===== config.mk =====
export PLATFORM = sky130hd
export DESIGN_NAME = sipf_top
export DESIGN_NICKNAME = d
export VERILOG_FILES = /design/src/common/sipf_pkg.sv /design/src/verilog/sipf_pin_drive.sv /design/src/verilog/sipf_top.sv
export SDC_FILE = /design/constraint.sdc
export NUM_CORES = 1
export LEC_CHECK = 0
export BUFFER_PORTS_ARGS = -buffer_cell sky130_fd_sc_hd__buf_2
export CORE_MARGIN = 5
export CORE_UTILIZATION = 58
export CTS_CLUSTER_SIZE = 14
export DETAILED_ROUTE_END_ITERATION = 8
export MAX_ROUTING_LAYER = met4
export PLACE_DENSITY = 0.85
export SYNTH_ARGS = -nofsm -noshare
export SYNTH_HDL_FRONTEND = slang
export SYNTH_SLANG_ARGS = --single-unit

===== constraint.sdc =====
create_clock -name ref_clk_i -period 14.8 [get_ports ref_clk_i]
set_input_delay 2.96 -clock ref_clk_i [delete_from_list [all_inputs] [get_ports ref_clk_i]]
set_output_delay 2.96 -clock ref_clk_i [all_outputs]
set_load 0.005 [all_outputs]

===== src/common/sipf_pkg.sv =====
// sipf_pkg: register map, field layout and shared types of the sensor
// idle-pin and interrupt-flag register bank.
// assumes a 32-bit plain register port with byte addresses.
package sipf_pkg;

	localparam int SIPF_ADDR_W = 8;
	localparam int SIPF_DATA_W = 32;
	localparam int SIPF_NUM_CH = 16;
	localparam int SIPF_NUM_ALT = 8;
	localparam int SIPF_NUM_DAC_CH = 4;
	localparam int SIPF_FLAG_W = 23;

	// register byte offsets
	localparam logic [7:0] SIPF_OFS_CH_IDLE = 8'h38;
	localparam logic [7:0] SIPF_OFS_ALT_CFG = 8'h3c;
	localparam logic [7:0] SIPF_OFS_FLAGS = 8'h40;
	localparam logic [7:0] SIPF_OFS_FLAG_CLR = 8'h44;
	localparam logic [7:0] SIPF_OFS_FLAG_SET = 8'h48;
	localparam logic [7:0] SIPF_OFS_FLAG_EN = 8'h4c;
	localparam logic [7:0] SIPF_OFS_PHASE = 8'h54;

	// field positions
	localparam int SIPF_ALT_IDLE_LSB = 0;
	localparam int SIPF_ALT_ALWAYS_LSB = 16;
	localparam int SIPF_FLAG_CH_LSB = 0;
	localparam int SIPF_FLAG_SWEEP = 16;
	localparam int SIPF_FLAG_DEC_REQ = 17;
	localparam int SIPF_FLAG_DEC_ERR = 18;
	localparam int SIPF_FLAG_VALID = 19;
	localparam int SIPF_FLAG_FULL = 20;
	localparam int SIPF_FLAG_RES_OF = 21;
	localparam int SIPF_FLAG_CNT_OF = 22;
	localparam int SIPF_PHASE_IDLE_BIT = 0;

	// reset values
	localparam logic [31:0] SIPF_RST_CH_IDLE = 32'h0000_0000;
	localparam logic [23:0] SIPF_RST_ALT_CFG = 24'h00_0000;
	localparam logic [22:0] SIPF_RST_FLAGS = 23'h00_0000;
	localparam logic [31:0] SIPF_RD_ZERO = 32'h0000_0000;

	// idle-phase drive codes
	typedef enum logic [1:0] {
		SIPF_IDLE_OFF = 2'b00,
		SIPF_IDLE_HIGH = 2'b01,
		SIPF_IDLE_LOW = 2'b10,
		SIPF_IDLE_CONV = 2'b11
	} sipf_idle_e;

	// hardware event pulses, one bit per flag position
	typedef struct packed {
		logic counter_overflow_flag;
		logic result_overflow_flag;
		logic result_full_flag;
		logic result_valid_flag;
		logic decoder_error_flag;
		logic decoder_request_flag;
		logic sweep_done_flag;
		logic [15:0] lane_trigger;
	} sipf_events_s;

	// one pin as two signals, out and oe
	typedef struct packed {
		logic [SIPF_NUM_CH-1:0] lane_out;
		logic [SIPF_NUM_CH-1:0] lane_oe;
		logic [SIPF_NUM_ALT-1:0] alt_out;
		logic [SIPF_NUM_ALT-1:0] alt_oe;
	} sipf_pins_s;

endpackage


===== src/verilog/sipf_pin_drive.sv =====
// sipf_pin_drive: decodes one two-bit idle setting into a pin drive.
// assumes the caller registers the result before it leaves the block.
`timescale 1ns/1ps
module sipf_pin_drive
	import sipf_pkg::*;
#(
	parameter bit CONV_ALLOWED = 1'b0
) (
	input wire logic [1:0] setting_i,
	input wire logic idle_i,
	input wire logic active_out_i,
	input wire logic active_oe_i,
	input wire logic conv_i,
	output logic out_o,
	output logic oe_o
);
	// outside idle the sequencer owns the pin; code 3 only routes on lanes 0..3
	always_comb begin
		out_o = active_out_i;
		oe_o = active_oe_i;
		if (idle_i) begin
			case (sipf_idle_e'(setting_i))
				SIPF_IDLE_OFF: begin
					out_o = 1'b0;
					oe_o = 1'b0;
				end
				SIPF_IDLE_HIGH: begin
					out_o = 1'b1;
					oe_o = 1'b1;
				end
				SIPF_IDLE_LOW: begin
					out_o = 1'b0;
					oe_o = 1'b1;
				end
				SIPF_IDLE_CONV: begin
					out_o = CONV_ALLOWED ? conv_i : 1'b0;
					oe_o = CONV_ALLOWED;
				end
				default: begin
					out_o = 1'b0;
					oe_o = 1'b0;
				end
			endcase
		end
	end
endmodule


===== src/verilog/sipf_top.sv =====
// sipf_top: idle-phase pin drive configuration and interrupt flag bank
// of a low-energy sensor interface.
// assumes a same-clock register master and same-clock event pulses;
// the idle phase level and the converter output come from pins.
`timescale 1ns/1ps
module sipf_top
	import sipf_pkg::*;
(
	input wire logic ref_clk_i,
	input wire logic reset_i,
	input wire logic [SIPF_ADDR_W-1:0] reg_addr_i,
	input wire logic [SIPF_DATA_W-1:0] reg_wdata_i,
	input wire logic reg_write_i,
	input wire logic reg_read_i,
	output logic [SIPF_DATA_W-1:0] reg_rdata_o,
	input wire sipf_events_s events_i,
	input wire logic idle_phase_i,
	input wire logic converter_out_first_i,
	input wire logic [SIPF_NUM_CH-1:0] lane_active_out_i,
	input wire logic [SIPF_NUM_CH-1:0] lane_active_oe_i,
	input wire logic [SIPF_NUM_ALT-1:0] alt_active_out_i,
	input wire logic [SIPF_NUM_ALT-1:0] alt_active_oe_i,
	output sipf_pins_s pins_o,
	output logic irq_o
);

	// whole module state
	typedef struct packed {
		logic [31:0] ch_idle;
		logic [23:0] alt_cfg;
		logic [SIPF_FLAG_W-1:0] flags;
		logic [SIPF_FLAG_W-1:0] flag_en;
		logic [SIPF_DATA_W-1:0] rdata;
		logic irq;
		logic idle_meta;
		logic idle_sync;
		logic conv_meta;
		logic conv_sync;
		sipf_pins_s pins;
	} sipf_state_s;

	sipf_state_s state;
	sipf_state_s next_state;
	logic [SIPF_NUM_CH-1:0] lane_out;
	logic [SIPF_NUM_CH-1:0] lane_oe;
	logic [SIPF_NUM_ALT-1:0] alt_out;
	logic [SIPF_NUM_ALT-1:0] alt_oe;
	logic [SIPF_FLAG_W-1:0] event_vec;

	// write decode shared by all writable registers
	function automatic logic is_write(input logic we, input logic [7:0] a,
		input logic [7:0] ofs);
		is_write = we && (a == ofs);
	endfunction

	// two-bit setting n of a packed field vector
	function automatic logic [1:0] field2(input logic [31:0] v, input int n);
		field2 = v[2*n +: 2];
	endfunction

	// events packed to the flag layout
	assign event_vec = events_i;

	// lane drive decode; only the first four may route the converter
	genvar g;
	generate
		for (g = 0; g < SIPF_NUM_CH; g++) begin : g_lane
			sipf_pin_drive #(
				.CONV_ALLOWED(g < SIPF_NUM_DAC_CH)
			) u_lane (
				.setting_i(field2(state.ch_idle, g)),
				.idle_i(state.idle_sync),
				.active_out_i(lane_active_out_i[g]),
				.active_oe_i(lane_active_oe_i[g]),
				.conv_i(state.conv_sync),
				.out_o(lane_out[g]),
				.oe_o(lane_oe[g])
			);
		end
		// always-drive keeps the active-phase drive through idle
		for (g = 0; g < SIPF_NUM_ALT; g++) begin : g_alt
			sipf_pin_drive #(
				.CONV_ALLOWED(1'b0)
			) u_alt (
				.setting_i(field2({8'h00, state.alt_cfg}, SIPF_ALT_IDLE_LSB / 2 + g)),
				.idle_i(state.idle_sync && !state.alt_cfg[SIPF_ALT_ALWAYS_LSB + g]),
				.active_out_i(alt_active_out_i[g]),
				.active_oe_i(alt_active_oe_i[g]),
				.conv_i(1'b0),
				.out_o(alt_out[g]),
				.oe_o(alt_oe[g])
			);
		end
	endgenerate

	// next state
	always_comb begin
		next_state = state;
		// pin-side levels pass two flops before use
		next_state.idle_meta = idle_phase_i;
		next_state.idle_sync = state.idle_meta;
		next_state.conv_meta = converter_out_first_i;
		next_state.conv_sync = state.conv_meta;

		// configuration writes; reserved upper bits are dropped
		if (is_write(reg_write_i, reg_addr_i, SIPF_OFS_CH_IDLE)) begin
			next_state.ch_idle = reg_wdata_i;
		end
		if (is_write(reg_write_i, reg_addr_i, SIPF_OFS_ALT_CFG)) begin
			next_state.alt_cfg = reg_wdata_i[23:0];
		end
		if (is_write(reg_write_i, reg_addr_i, SIPF_OFS_FLAG_EN)) begin
			next_state.flag_en = reg_wdata_i[SIPF_FLAG_W-1:0];
		end

		// clear first, then sets, so an event in the clear cycle survives
		if (is_write(reg_write_i, reg_addr_i, SIPF_OFS_FLAG_CLR)) begin
			next_state.flags = state.flags & ~reg_wdata_i[SIPF_FLAG_W-1:0];
		end
		if (is_write(reg_write_i, reg_addr_i, SIPF_OFS_FLAG_SET)) begin
			next_state.flags = next_state.flags | reg_wdata_i[SIPF_FLAG_W-1:0];
		end
		next_state.flags = next_state.flags | event_vec;

		// level interrupt registered together with the flags, from their next values
		next_state.irq = |(next_state.flags & next_state.flag_en);

		// read data valid only in the cycle after the strobe
		next_state.rdata = SIPF_RD_ZERO;
		if (reg_read_i) begin
			case (reg_addr_i)
				SIPF_OFS_CH_IDLE: next_state.rdata = state.ch_idle;
				SIPF_OFS_ALT_CFG: next_state.rdata = {8'h00, state.alt_cfg};
				SIPF_OFS_FLAGS: next_state.rdata = {9'h000, state.flags};
				SIPF_OFS_FLAG_EN: next_state.rdata = {9'h000, state.flag_en};
				SIPF_OFS_PHASE: next_state.rdata = {31'h0000_0000, state.idle_sync};
				default: next_state.rdata = SIPF_RD_ZERO; // clear/set read zero
			endcase
		end

		// pins registered so every output comes from a flop
		next_state.pins.lane_out = lane_out;
		next_state.pins.lane_oe = lane_oe;
		next_state.pins.alt_out = alt_out;
		next_state.pins.alt_oe = alt_oe;
	end

	// state register
	always_ff @(posedge ref_clk_i or posedge reset_i) begin
		if (reset_i) begin
			state <= '0;
		end else begin
			state <= next_state;
		end
	end

	assign reg_rdata_o = state.rdata;
	assign pins_o = state.pins;
	assign irq_o = state.irq;

endmodule

Word-level counts from Yosys, hierarchy flattened
Cells that the tools add are included.
{"block": "word_totals", "regBits": 187, "inputBits": 117, "out_inout_bits": 81, "wordCells": 313}
{"block": "op_classes", "eq_ne": 79, "mux": 101, "bitwise": 5, "reduce_logical": 114}
{"op": "32-bit one-hot mux with 5 select lines", "count": 1}
{"op": "2-bit equality test, second input constant", "count": 48}
{"op": "1-bit one-hot mux with 2 select lines", "count": 44}
{"op": "2-bit OR reduction", "count": 44}
{"op": "3-bit OR reduction", "count": 24}
{"op": "23-bit 2-to-1 mux", "count": 3}
{"op": "2-bit by 1-bit equality test with 1-bit output, second input constant", "count": 24}
{"op": "2-bit logical NOT", "count": 24}
{"op": "1-bit 2-to-1 mux", "count": 48}
{"op": "23-bit bitwise AND", "count": 2}
{"op": "23-bit OR", "count": 2}
{"op": "8-bit by 7-bit equality test with 1-bit output, second input constant", "count": 5}
{"op": "32-bit 2-to-1 mux", "count": 1}
{"op": "23-bit NOT", "count": 1}
{"op": "23-bit OR reduction", "count": 1}
{"op": "8-bit by 6-bit equality test with 1-bit output, second input constant", "count": 2}
{"op": "1-bit logical AND", "count": 13}
{"op": "1-bit one-hot mux with 3 select lines", "count": 4}
{"op": "1-bit logical NOT", "count": 8}

Depth between registers and ports, before layout
Gate-level depths: netlist (run 1).
{"block": "depth", "ltp_word": 8, "mapped_depth": 8, "depth_no_buf": 6}

Modules after synthesis
From an unflattened synthesis (run 1), not the netlist that was laid out.
{"block": "unflattened", "hier_cells": 677, "hier_area_um2": 8618.3}
{"mod": "sipf_top", "instances": 1, "cells_per_inst": 549, "area_per_inst_um2": 7557.2, "seq_area_each_um2": 4679.5}
{"mod": "sipf_pin_drive at g_alt[0].u_alt ...", "instances": 20, "cells_per_inst": 5, "area_per_inst_um2": 45.0, "seq_area_each_um2": 0.0}
{"mod": "sipf_pin_drive at g_lane[0].u_lane ...", "instances": 4, "cells_per_inst": 7, "area_per_inst_um2": 40.0, "seq_area_each_um2": 0.0}

Worst setup path after synthesis (run 1)
OpenSTA, ideal clock, no wires.
{"block": "synth_timing", "path_type": "input to register", "startpoint": "input reg_addr_i[4]", "endpoint": "register state (netlist bit irq_o)", "setup_ns": 0.139, "t_arrival_ns": 4.728, "required_ns": 14.661, "path_slack_ns": 9.933, "stages": 7, "path_buffers": 1, "path_cell_list": "nor4b_4 -> nand4_2 -> buf_4 -> mux2_1 -> a22oi_1 -> nand4_1 -> or4_1"}
{"item": "start: declaration", "line": "sipf_top.sv:11", "text": "input wire logic [SIPF_ADDR_W-1:0] reg_addr_i,"}
{"item": "end signal: assignment", "line": "sipf_top.sv:153", "text": "state <= next_state;"}
{"item": "end: declaration", "line": "sipf_top.sv:42", "text": "sipf_state_s state;"}

Final worst setup path (run 1)
{"block": "layout_timing", "startpoint": "input reg_addr_i[2]", "endpoint": "register state[182] (netlist name)"}
{"block": "layout_via", "elab_chain_len": 2}
{"item": "8-bit by 6-bit equality test with 1-bit output", "line": "sipf_top.sv:53", "text": "is_write = we && (a == ofs);"}
{"item": "1-bit logical AND", "line": "sipf_top.sv:53"}
Every way passes these cells.
A chain may end at the register's enable or synchronous reset.

==> flow_metrics.py, run 1 <==
metrics = {
    "synth": {
        "synth_most_common_cell": "dfrtp_1",
        "synth-seq-cells": 187,
        "synth_common_cells": "dfrtp_1 (187), mux2_2 (94), buf_4 (81)",
        "avgSynthCellArea_sq_um": 12.5,
        "yosys.area.top_type": "dfrtp_1",
        "synthDistinctLibCells": 34,
        "synthTopCellsByArea": "dfrtp_1 (55%), mux2_2 (13%), buf_4 (7.2%)",
        "async_reset_ff_share_pct": 100,
        "yosysSeqAreaShare_pct": 55.3,
        "synth_top_flop_cell": "dfrtp_1",
        "yosysWarningCount": 0,
        "netlist_area_sq_um": 8470,
        "syn_inst": 679,
        "synth_top_area_share_pct": 55.3,
        "synth_edf_count": 0,
        "synth_nets": 816,
    },
    "placement": {
        "place.gp.congestion": 0.817,
        "io_buffers": 197,
        "dp.cells": 957,
        "dp_hpwl_mm": 13.6,
        "place_area_sq_um": 9060,
    },
    "clock_tree": {
        "post_cts_buffers": 0,
        "clk_latency_ns": 0.42,
        "cts_buffers": 17,
        "hold_buffers": 0,
        "cts_max_level": 4,
        "cts_buffer_depth": 2,
        "clk_pin_slew_ns": 0.06,
        "cts_resized": 0,
        "clockRootBuffer": "clkbuf_16",
        "cts_sinks": 187,
        "tritoncts": "yes",
    },
    "global_route": {
        "grt_use_total_pct": 24.5,
        "busiest_layer": "met2",
        "use_met2_pct": 38.6,
        "met3_usage_pct": 3.86,
        "grt_max_degree": 106,
        "antenna_found_initial": 3,
        "grt_pass1_vias": 5808,
        "grt_pass1_wl_mm": 30.9,
        "grt_remaining_overflow": 0,
        "grtUsageMet1_pct": 31.8,
    },
    "critical_path": {
        "crit_path_start": "reg_addr_i[2]",
        "crit-reg2reg-launch": "state[114]",
        "cp.required_ns": 15.10,
        "crit_arrival_ns": 5.84,
        "endpoint_kind": "flop",
        "crit_path_max_fanout": 34,
        "critPathKind": "input port to flop",
        "startpoint_type": "input port",
    },
    "timing": {
        "post-route-min-period_ns": 5.54,
        "tightest_slew_ns": 1.09,
        "relSlewSlack_pct": 27.3,
        "finalHoldViolCount": 0,
        "drv_slew": 0,
        "fmax_ghz": 0.181,
        "setup_viol": 0,
        "min_period_over_period_pct": 37.4,
        "rsz0062_at_grt": "no",
        "fin_skew_ns": 0.00681,
        "tns_ns": 0,
    },
    "route": {
        "vias_per_cell": 5.84,
        "wl_per_cell_um": 20.2,
        "drc": 0,
        "drtAntennaViolNets": 0,
        "drt-initial-drc-count": 449,
        "drtPass1Iterations": 7,
        "num_vias": 5792,
        "totalWireLength_mm": 20.1,
    },
    "pwr": {
        "irDropWorstVdd_uv": 78.9,
        "finalPower_mw": 1.05,
        "power.leakage_nw": 4.77,
        "powerDensity_nw_per_um2": 109,
    },
    "final_layout": {
        "area_growth_pct": 13.5,
        "final_layout_size_suffix_gt1_share_pct": 42.4,
        "regArea_sq_um": 4680,
        "multi_input_area_sq_um": 2940,
        "fill_cells": 1119,
        "design_area_sq_um": 9610,
        "fin_cells": 992,
        "layout.nets": 929,
    },
    "floorplanning": {
        "fp-row-count": 44,
        "initial_utilization_pct": 58.7,
        "chipWidth_um": 131,
        "core_sq_um": 14400,
        "die_area_sq_um": 17100,
        "die_h_um": 131,
        "io_pins": 198,
    },
    "hold_path": {
        "worstHoldStart": "next_state[50]",
        "worst_hold_path_type": "flop to flop",
    },
    "status": {
        "outcome": "complete, no violations",
    },
    "job": {
        "cap_violations": 0,
    },
}
## registers in the layout (all words and copies together) (netlist names)
register,cells
reg_rdata_o,32
irq_o,1
state,104
pins_o,48
next_state,2
## cells by family after synthesis
| logic type | Yosys count | synth area share [%] |
|---|---|---|
| fa+ha+maj | 20 | 2.96 |
| mux | 110 | 14.5 |
| simple gates | 82 | 5.97 |
| buf+inv | 153 | 10.5 |
| flops | 187 | 55.3 |
| compound gates | 127 | 10.8 |
## through the flow
stage | util, % | setup WS, ns | hold slack [ns]
final | 66.6 | 9.26 | 0.358
after global routing | 66.6 | 9.11 | 0.375
after CTS | 66.6 | 9.26 | 0.364
after detailed placement | 62.8 | 8.82 | 0.350
after global placement | 62.8 | 8.87 | 0.334
after floorplan | - | 6.75 | 0.331
## final timing paths
check	end	slack (ns)	cells after the start
setup / recovery	state[182]	9.26	5
hold reg to reg	state[50]	0.36	0
setup reg to reg	irq_o	13.02	4
hold / removal	state[50]	0.36	0
min in group asynchronous	pins_o[25]	2.67	2
max in group asynchronous	state[144]	10.65	3
## layout make-up
cell class / instances / area share (%)
clock buffers: 25 / 4.95
diodes: 3 / 0.0781
inverters: 41 / 1.68
flip-flops and latches: 187 / 48.7
well taps: 184 / 2.40
multi-input cells: 339 / 30.5
repair buffers: 206 / 11.0
clock inverters: 7 / 0.690
## critical path: stages
cell and delay, ns:
buf_2 0.13, or4b_2 0.76, nor2_4 0.75, nand2_2 0.73, mux2_2 0.49
## power breakdown
group,switching (mW),total (mW),internal (mW)
clock,0.183,0.423,0.240
sequential,0.0113,0.543,0.532
combinational,0.0461,0.0861,0.0400
## cell usage in the layout (no fill, tap or decap), drive strengths merged, types with 4 or more instances in the layout
| cell type | instances |
|---|---|
| a21oi | 27 |
| ha | 20 |
| dfrtp | 187 |
| o211ai | 4 |
| clkinv | 5 |
| nand2 | 14 |
| nand4 | 25 |
| o21ai | 12 |
| and3 | 9 |
| nor2 | 14 |
| clkbuf | 25 |
| a22oi | 57 |
| nand2b | 8 |
| inv | 41 |
| a221o | 24 |
| mux2 | 99 |
| buf | 206 |
| mux2i | 11 |
## layer usage
layer / share of wire, % / up-vias
li1: - / 2607
met1: 41 / 2893
met2: 50 / 260
met3: 6.8 / 32
met4: 2.2 / 0
met5: 0 / -
Note: power is estimated with default switching activity, not from simulation.
==> inputs of run 2 (changes only) <==
ABC_AREA = 1   (was unset)
CORE_UTILIZATION = 49   (was 58)
PLACE_DENSITY = 0.77   (was 0.85)
clock period = 4.61 ns   (was 14.8 ns; I/O delays follow)
==> flow_metrics.py, run 2 <==
metrics = {
    "synth": {
        "async_reset_ff_share_pct": 100,
        "yosysWarningCount": 0,
        "synthDistinctLibCells": 33,
        "synth_top_flop_cell": "dfrtp_1",
        "synth_mux_area_share_pct": 1.05,
        "synth_xor_area_share_pct": 0,
        "syn_inst": 960,
        "synth_edf_count": 0,
        "netlist_area_sq_um": 8590,
        "synth_nets": 1097,
        "synth-adder-area-share_pct": 2.91,
        "avgSynthCellArea_sq_um": 8.95,
        "synth_compound_area_share_pct": 12.5,
        "yosys.area.top_type": "dfrtp_1",
        "synth_common_cells": "nand2_1 (232), dfrtp_1 (187), inv_1 (111)",
        "synthTopCellsByArea": "dfrtp_1 (54%), nand2_1 (10%), buf_4 (7.3%)",
        "synth-seq-cells": 187,
        "synth_most_common_cell": "nand2_1",
        "synthSimpleGateAreaFrac_pct": 15.2,
        "synth_top_area_share_pct": 54.5,
        "synth_top_family_by_area": "simple AND/OR/NAND/NOR gates",
        "yosysSeqAreaShare_pct": 54.5,
    },
    "critical_path": {
        "timing.rr.end": "pins_o[15]",
        "crit-reg2reg-launch": "state[50]",
        "crit_path_start": "reg_addr_i[7]",
        "crit_path_max_fanout": 64,
        "crit_end": "state[167]",
        "r2r_slack_ns": 2.72,
        "critPathKind": "input port to flop",
        "cp_slowest_cell": "nand2_2",
        "reg2regPathDepth": 5,
        "crit_arrival_ns": 3.25,
        "crit_chain": "buf_2 -> nor4_1 -> nand2_1 -> inv_2 -> nand2_2 -> nand2_1 -> o21ai_0",
        "endpoint_kind": "flop",
        "cp_slowest_stage_delay_ns": 0.67,
        "path_common_cell": "nand2_1",
        "cp.required_ns": 4.87,
        "startpoint_type": "input port",
    },
    "timing": {
        "tns_ns": 0,
        "finalHoldViolCount": 0,
        "rsz0062_at_grt": "no",
        "fin_skew_ns": 0.00961,
        "tightest_slew_ns": 1.02,
        "fmax_ghz": 0.335,
        "drv_slew": 0,
        "fin_ws_ns": 1.62,
        "post-route-min-period_ns": 2.99,
        "min_period_over_period_pct": 64.8,
        "relSlewSlack_pct": 31.6,
        "setup_viol": 0,
    },
    "final_layout": {
        "diodes": 0,
        "post-route-util_pct": 56.3,
        "area_growth_pct": 12.9,
        "largest_reg_flops": 104,
        "final_layout_size_suffix_gt1_share_pct": 23.8,
        "mostFrequentLayoutCell": "nand2_1",
        "top_register": "state",
        "layout.nets": 1205,
        "fill_cells": 1570,
        "final_cell_mix": "nand2_1 (232), buf_2 (197), dfrtp_1 (187), inv_1 (110), nor2_1 (63)",
    },
    "clock_tree": {
        "post_cts_buffers": 0,
        "clk_latency_ns": 0.43,
        "tritoncts": "yes",
        "hold_buffers": 0,
        "cts_sinks": 187,
        "cts_buffer_depth": 2,
        "cts_max_level": 4,
        "clk_pin_slew_ns": 0.06,
        "cts_resized": 0,
        "clockRootBuffer": "clkbuf_16",
        "cts_buffers": 17,
    },
    "status": {
        "outcome": "complete, no violations",
    },
    "route": {
        "wl_per_cell_um": 17.0,
        "drt-initial-drc-count": 623,
        "drc": 0,
        "totalWireLength_mm": 22.1,
        "vias_per_cell": 5.11,
        "num_vias": 6656,
        "drtPass1Iterations": 6,
        "drtAntennaViolNets": 0,
    },
    "global_route": {
        "busiest_layer": "met2",
        "grt_max_degree": 65,
        "use_met2_pct": 33.8,
        "antenna_found_initial": 0,
        "grt_pass1_vias": 6525,
        "grt_use_total_pct": 23.1,
        "met3_usage_pct": 4.70,
        "grtUsageMet1_pct": 32.7,
        "grt_remaining_overflow": 0,
        "grt_pass1_wl_mm": 35.2,
    },
    "placement": {
        "post-place-ws_ns": 1.21,
        "io_buffers": 197,
        "place.gp.congestion": 0.912,
        "dp_hpwl_mm": 16.5,
    },
    "pwr": {
        "powerDensity_nw_per_um2": 352,
        "seqPwrFrac_pct": 51.0,
        "irDropWorstVdd_uv": 254,
        "clock_power_share_pct": 40.3,
        "swShare_pct": 23.5,
        "p_int_mw": 2.61,
        "power.switching_mw": 0.804,
        "combPwrFrac_pct": 8.8,
        "power.leakage_nw": 5.26,
    },
    "floorplanning": {
        "die_area_sq_um": 20300,
        "chipWidth_um": 142,
        "core_sq_um": 17200,
        "initial_utilization_pct": 49.8,
        "io_pins": 198,
        "fp-row-count": 48,
        "die_h_um": 142,
    },
    "job": {
        "cap_violations": 0,
    },
    "hold_path": {
        "worst_hold_path_type": "flop to flop",
    },
}
run 2: cell count changes in the layout (fill, tap and decap cells not counted), sizes merged, moves of 9 or more:
cell   delta
a21oi    +29
a221o    -24
a22oi    -57
and3      -9
inv      +71
mux2     -91
mux2i    -11
nand2   +219
nand3    +12
nand4    -21
nor2     +56
o21ai    +89
o22ai    +14
run 2: per-stage QoR:
stage	hold WS (ns)	cell area (sq um)	instances	total power [mW]
finish	0.346	9700	1303	3.41
global route	0.368	9700	1303	3.56
CTS	0.347	9700	1303	3.44
detailed placement	0.335	9160	1274	2.07
global placement	0.332	9160	1274	2.06
floorplan	0.331	8590	960	1.95
run 2: cells by family after synthesis:
kind of cell / count (synthesis)
and+or+nand+nor: 322
adders and majority gates: 20
DFF: 187
muxes: 8
AOI/OAI and AO/OA: 194
buffers and inverters: 229
run 2: area by class of cell:
type,count,area (sq um),area share (%)
clock inverters,8,98.8,1.02
well taps,225,282,2.90
inverters,113,428,4.41
clock buffers,21,440,4.54
repair buffers,205,1060,10.9
flip-flops and latches,187,4680,48.3
multi-input cells,544,2710,28.0
run 2: power by group through the flow:
stage                     registers (mW)  logic [mW]  clock network (mW)
final                               1.74       0.299                1.37
after detailed placement            1.77       0.301                   0
after floorplan                     1.76       0.191                   0
after global placement              1.77       0.295                   0
after CTS                           1.74       0.303                1.40
after global routing                1.75       0.341                1.47
run 2: how the worst min path moves through the flow:
stage	start	cells past startpoint	end	slack (ns)
after floorplan	next_state[48]	0	state[48]	0.33
after detailed placement	next_state[50]	0	state[50]	0.33
after global routing	next_state[50]	0	state[50]	0.37
after CTS	next_state[50]	0	state[50]	0.35
after global placement	next_state[50]	0	state[50]	0.33
final	next_state[50]	0	state[50]	0.35
run 2: critical path, delay by kind of cell:
family	cells	cell delay [ns]
AOI/OAI and AO/OA	1	0.11
buffers and inverters	2	0.53
and+or+nand+nor	4	1.67
run 2: metal layers:
metal  wire [um]  up-vias
li1            -     3196
met1       10100     3124
met2        9950      312
met3        1730       24
met4         342        0
met5           0        -
==> inputs of run 3 (changes only) <==
CORE_UTILIZATION = 54   (was 49)
PLACE_DENSITY = 0.8   (was 0.77)
clock period = 2.8 ns   (was 4.61 ns; I/O delays follow)
==> flow_metrics.py, run 3 (synthesis gave the netlist of run 2 again) <==
metrics = {
    "global_route": {
        "grt_pass1_vias": 6367,
        "grt_pass1_wl_mm": 33.6,
        "antenna_found_initial": 1,
        "grt_use_total_pct": 24.2,
        "grt_remaining_overflow": 0,
        "grt_max_degree": 96,
    },
    "timing": {
        "fmax_ghz": 0.502,
        "setup_viol": 0,
        "fin_ws_ns": 0.808,
        "post-route-min-period_ns": 1.99,
        "finalHoldViolCount": 0,
        "drv_slew": 0,
        "rsz0062_at_grt": "no",
        "tightest_slew_ns": 0.775,
        "fin_skew_ns": 0.00810,
        "tns_ns": 0,
        "relSlewSlack_pct": 48.3,
        "min_period_over_period_pct": 71.1,
    },
    "final_layout": {
        "fill_cells": 1343,
        "post-route-util_pct": 61.9,
        "final_layout_size_suffix_gt1_share_pct": 24.7,
        "area_growth_pct": 13.7,
        "layout.nets": 1210,
        "regArea_sq_um": 4680,
        "top_register": "state",
        "design_area_sq_um": 9770,
        "largest_reg_flops": 104,
        "mostFrequentLayoutCell": "nand2_1",
        "multi_input_area_sq_um": 2710,
        "final_cell_mix": "nand2_1 (232), buf_2 (197), dfrtp_1 (187), inv_1 (110), nor2_1 (63)",
    },
    "critical_path": {
        "path_common_cell": "nor2_1",
        "critPathKind": "input port to flop",
        "cp.required_ns": 3.11,
        "r2r_slack_ns": 1.41,
        "reg2regPathDepth": 3,
        "crit_arrival_ns": 2.30,
        "timing.rr.end": "pins_o[21]",
        "cp_slowest_cell": "nor2_8",
        "endpoint_kind": "flop",
        "startpoint_type": "input port",
        "crit_chain": "buf_2 -> nor2_2 -> nand3_2 -> nor2_8 -> nor2_1 -> a21oi_1 -> a21oi_1 -> nor2_1 -> nand2_1 -> nor2_1 -> nand2_1",
        "cp_num_buf_inv": 1,
        "crit_path_max_fanout": 46,
        "crit-reg2reg-launch": "state[50]",
        "cp_slowest_stage_delay_ns": 0.52,
        "critical-path-top-delay-family": "simple AND/OR/NAND/NOR gates",
    },
    "route": {
        "vias_per_cell": 5.06,
        "wl_met1_mm": 9.47,
        "met2_length_mm": 9.55,
        "wl_per_cell_um": 16.4,
        "drc": 0,
        "top_layer": "met4",
        "totalWireLength_mm": 21.4,
        "drtAntennaViolNets": 0,
        "wl_met3_mm": 2.04,
        "drt-initial-drc-count": 580,
        "num_vias": 6599,
        "drtPass1Iterations": 6,
    },
    "pwr": {
        "power.leakage_nw": 5.30,
        "p_int_mw": 4.29,
        "finalPower_mw": 5.64,
        "seqPwrFrac_pct": 50.9,
        "power.switching_mw": 1.34,
        "clock_power_share_pct": 40.5,
        "swShare_pct": 23.8,
        "combPwrFrac_pct": 8.7,
        "irDropWorstVdd_uv": 434,
        "powerDensity_nw_per_um2": 577,
    },
    "clock_tree": {
        "cts_max_level": 4,
        "cts_buffers": 17,
        "cts_buffer_depth": 2,
        "clk_pin_slew_ns": 0.07,
        "hold_buffers": 0,
        "cts_resized": 0,
        "post_cts_buffers": 0,
        "clockRootBuffer": "clkbuf_16",
        "clk_latency_ns": 0.42,
        "tritoncts": "yes",
        "cts_sinks": 187,
    },
    "hold_path": {
        "worst_hold_path_type": "input port to flop",
        "hold-path-cell-count": 1,
        "worstHoldStart": "idle_phase_i",
        "min_to": "next_state[50]",
    },
    "floorplanning": {
        "initial_utilization_pct": 54.5,
        "die_h_um": 136,
        "io_pins": 198,
        "fp-row-count": 46,
        "die_area_sq_um": 18500,
        "chipWidth_um": 136,
        "core_sq_um": 15800,
    },
    "placement": {
        "post-place-ws_ns": 0.402,
        "place.gp.congestion": 0.885,
        "dp_hpwl_mm": 16.0,
        "io_buffers": 197,
        "place_area_sq_um": 9200,
    },
    "status": {
        "outcome": "complete, no violations",
    },
    "job": {
        "cap_violations": 0,
    },
}
run 3: cell count changes in the layout (fill, tap and decap cells not counted):
cell	previous run	this run
buf_4	7	11
clkbuf_1	4	1
clkbuf_8	0	3
clkinv_2	3	5
buf_12	1	2
bufinv_16	2	1
clkinv_4	1	2
clkinvlp_4	3	4
diode_2	0	1
run 3: area by class of cell:
class | count | share of cell area (%)
Inverter | 113 | 4.38
Sequential cell | 187 | 47.9
Clock buffer | 21 | 4.82
Tap cell | 216 | 2.77
Timing Repair Buffer | 210 | 11.4
Clock inverter | 11 | 0.974
Multi-Input combinational cell | 544 | 27.8
Antenna cell | 1 | 0.0256
run 3: worst max-delay path by stage:
stage	cells past startpoint	slack, ns	start	endpoint
after floorplan	1	-0.17	reset_i	irq_o
after global placement	8	0.55	reg_addr_i[7]	state[183]
after detailed placement	11	0.40	reg_addr_i[1]	irq_o
after CTS	11	0.86	reg_addr_i[1]	irq_o
after global routing	11	0.64	reg_addr_i[1]	irq_o
final	11	0.81	reg_addr_i[1]	irq_o
run 3: metal layers:
| layer | vias up | GRT usage (%) |
|---|---|---|
| met5 | - | - |
| met4 | 0 | 6.49 |
| met3 | 31 | 5.66 |
| met2 | 338 | 35.9 |
| met1 | 3017 | 33.7 |
| li1 | 3213 | - |
run 3: power groups by stage:
stage               Clock [mW]  Combinational, mW  Sequential, mW
floorplan                    0              0.314            2.90
global placement             0              0.482            2.91
detailed placement           0              0.490            2.92
CTS                       2.32              0.495            2.87
global route              2.44              0.557            2.88
finish                    2.28              0.489            2.87
run 3: metrics by stage:
step           hold WS (ns)  std cells
2_1_floorplan         0.331        960
3_3_place_gp          0.332       1270
3_5_place_dp          0.335       1270
4_1_cts               0.220       1302
5_1_grt               0.221       1303
6_report              0.237       1303
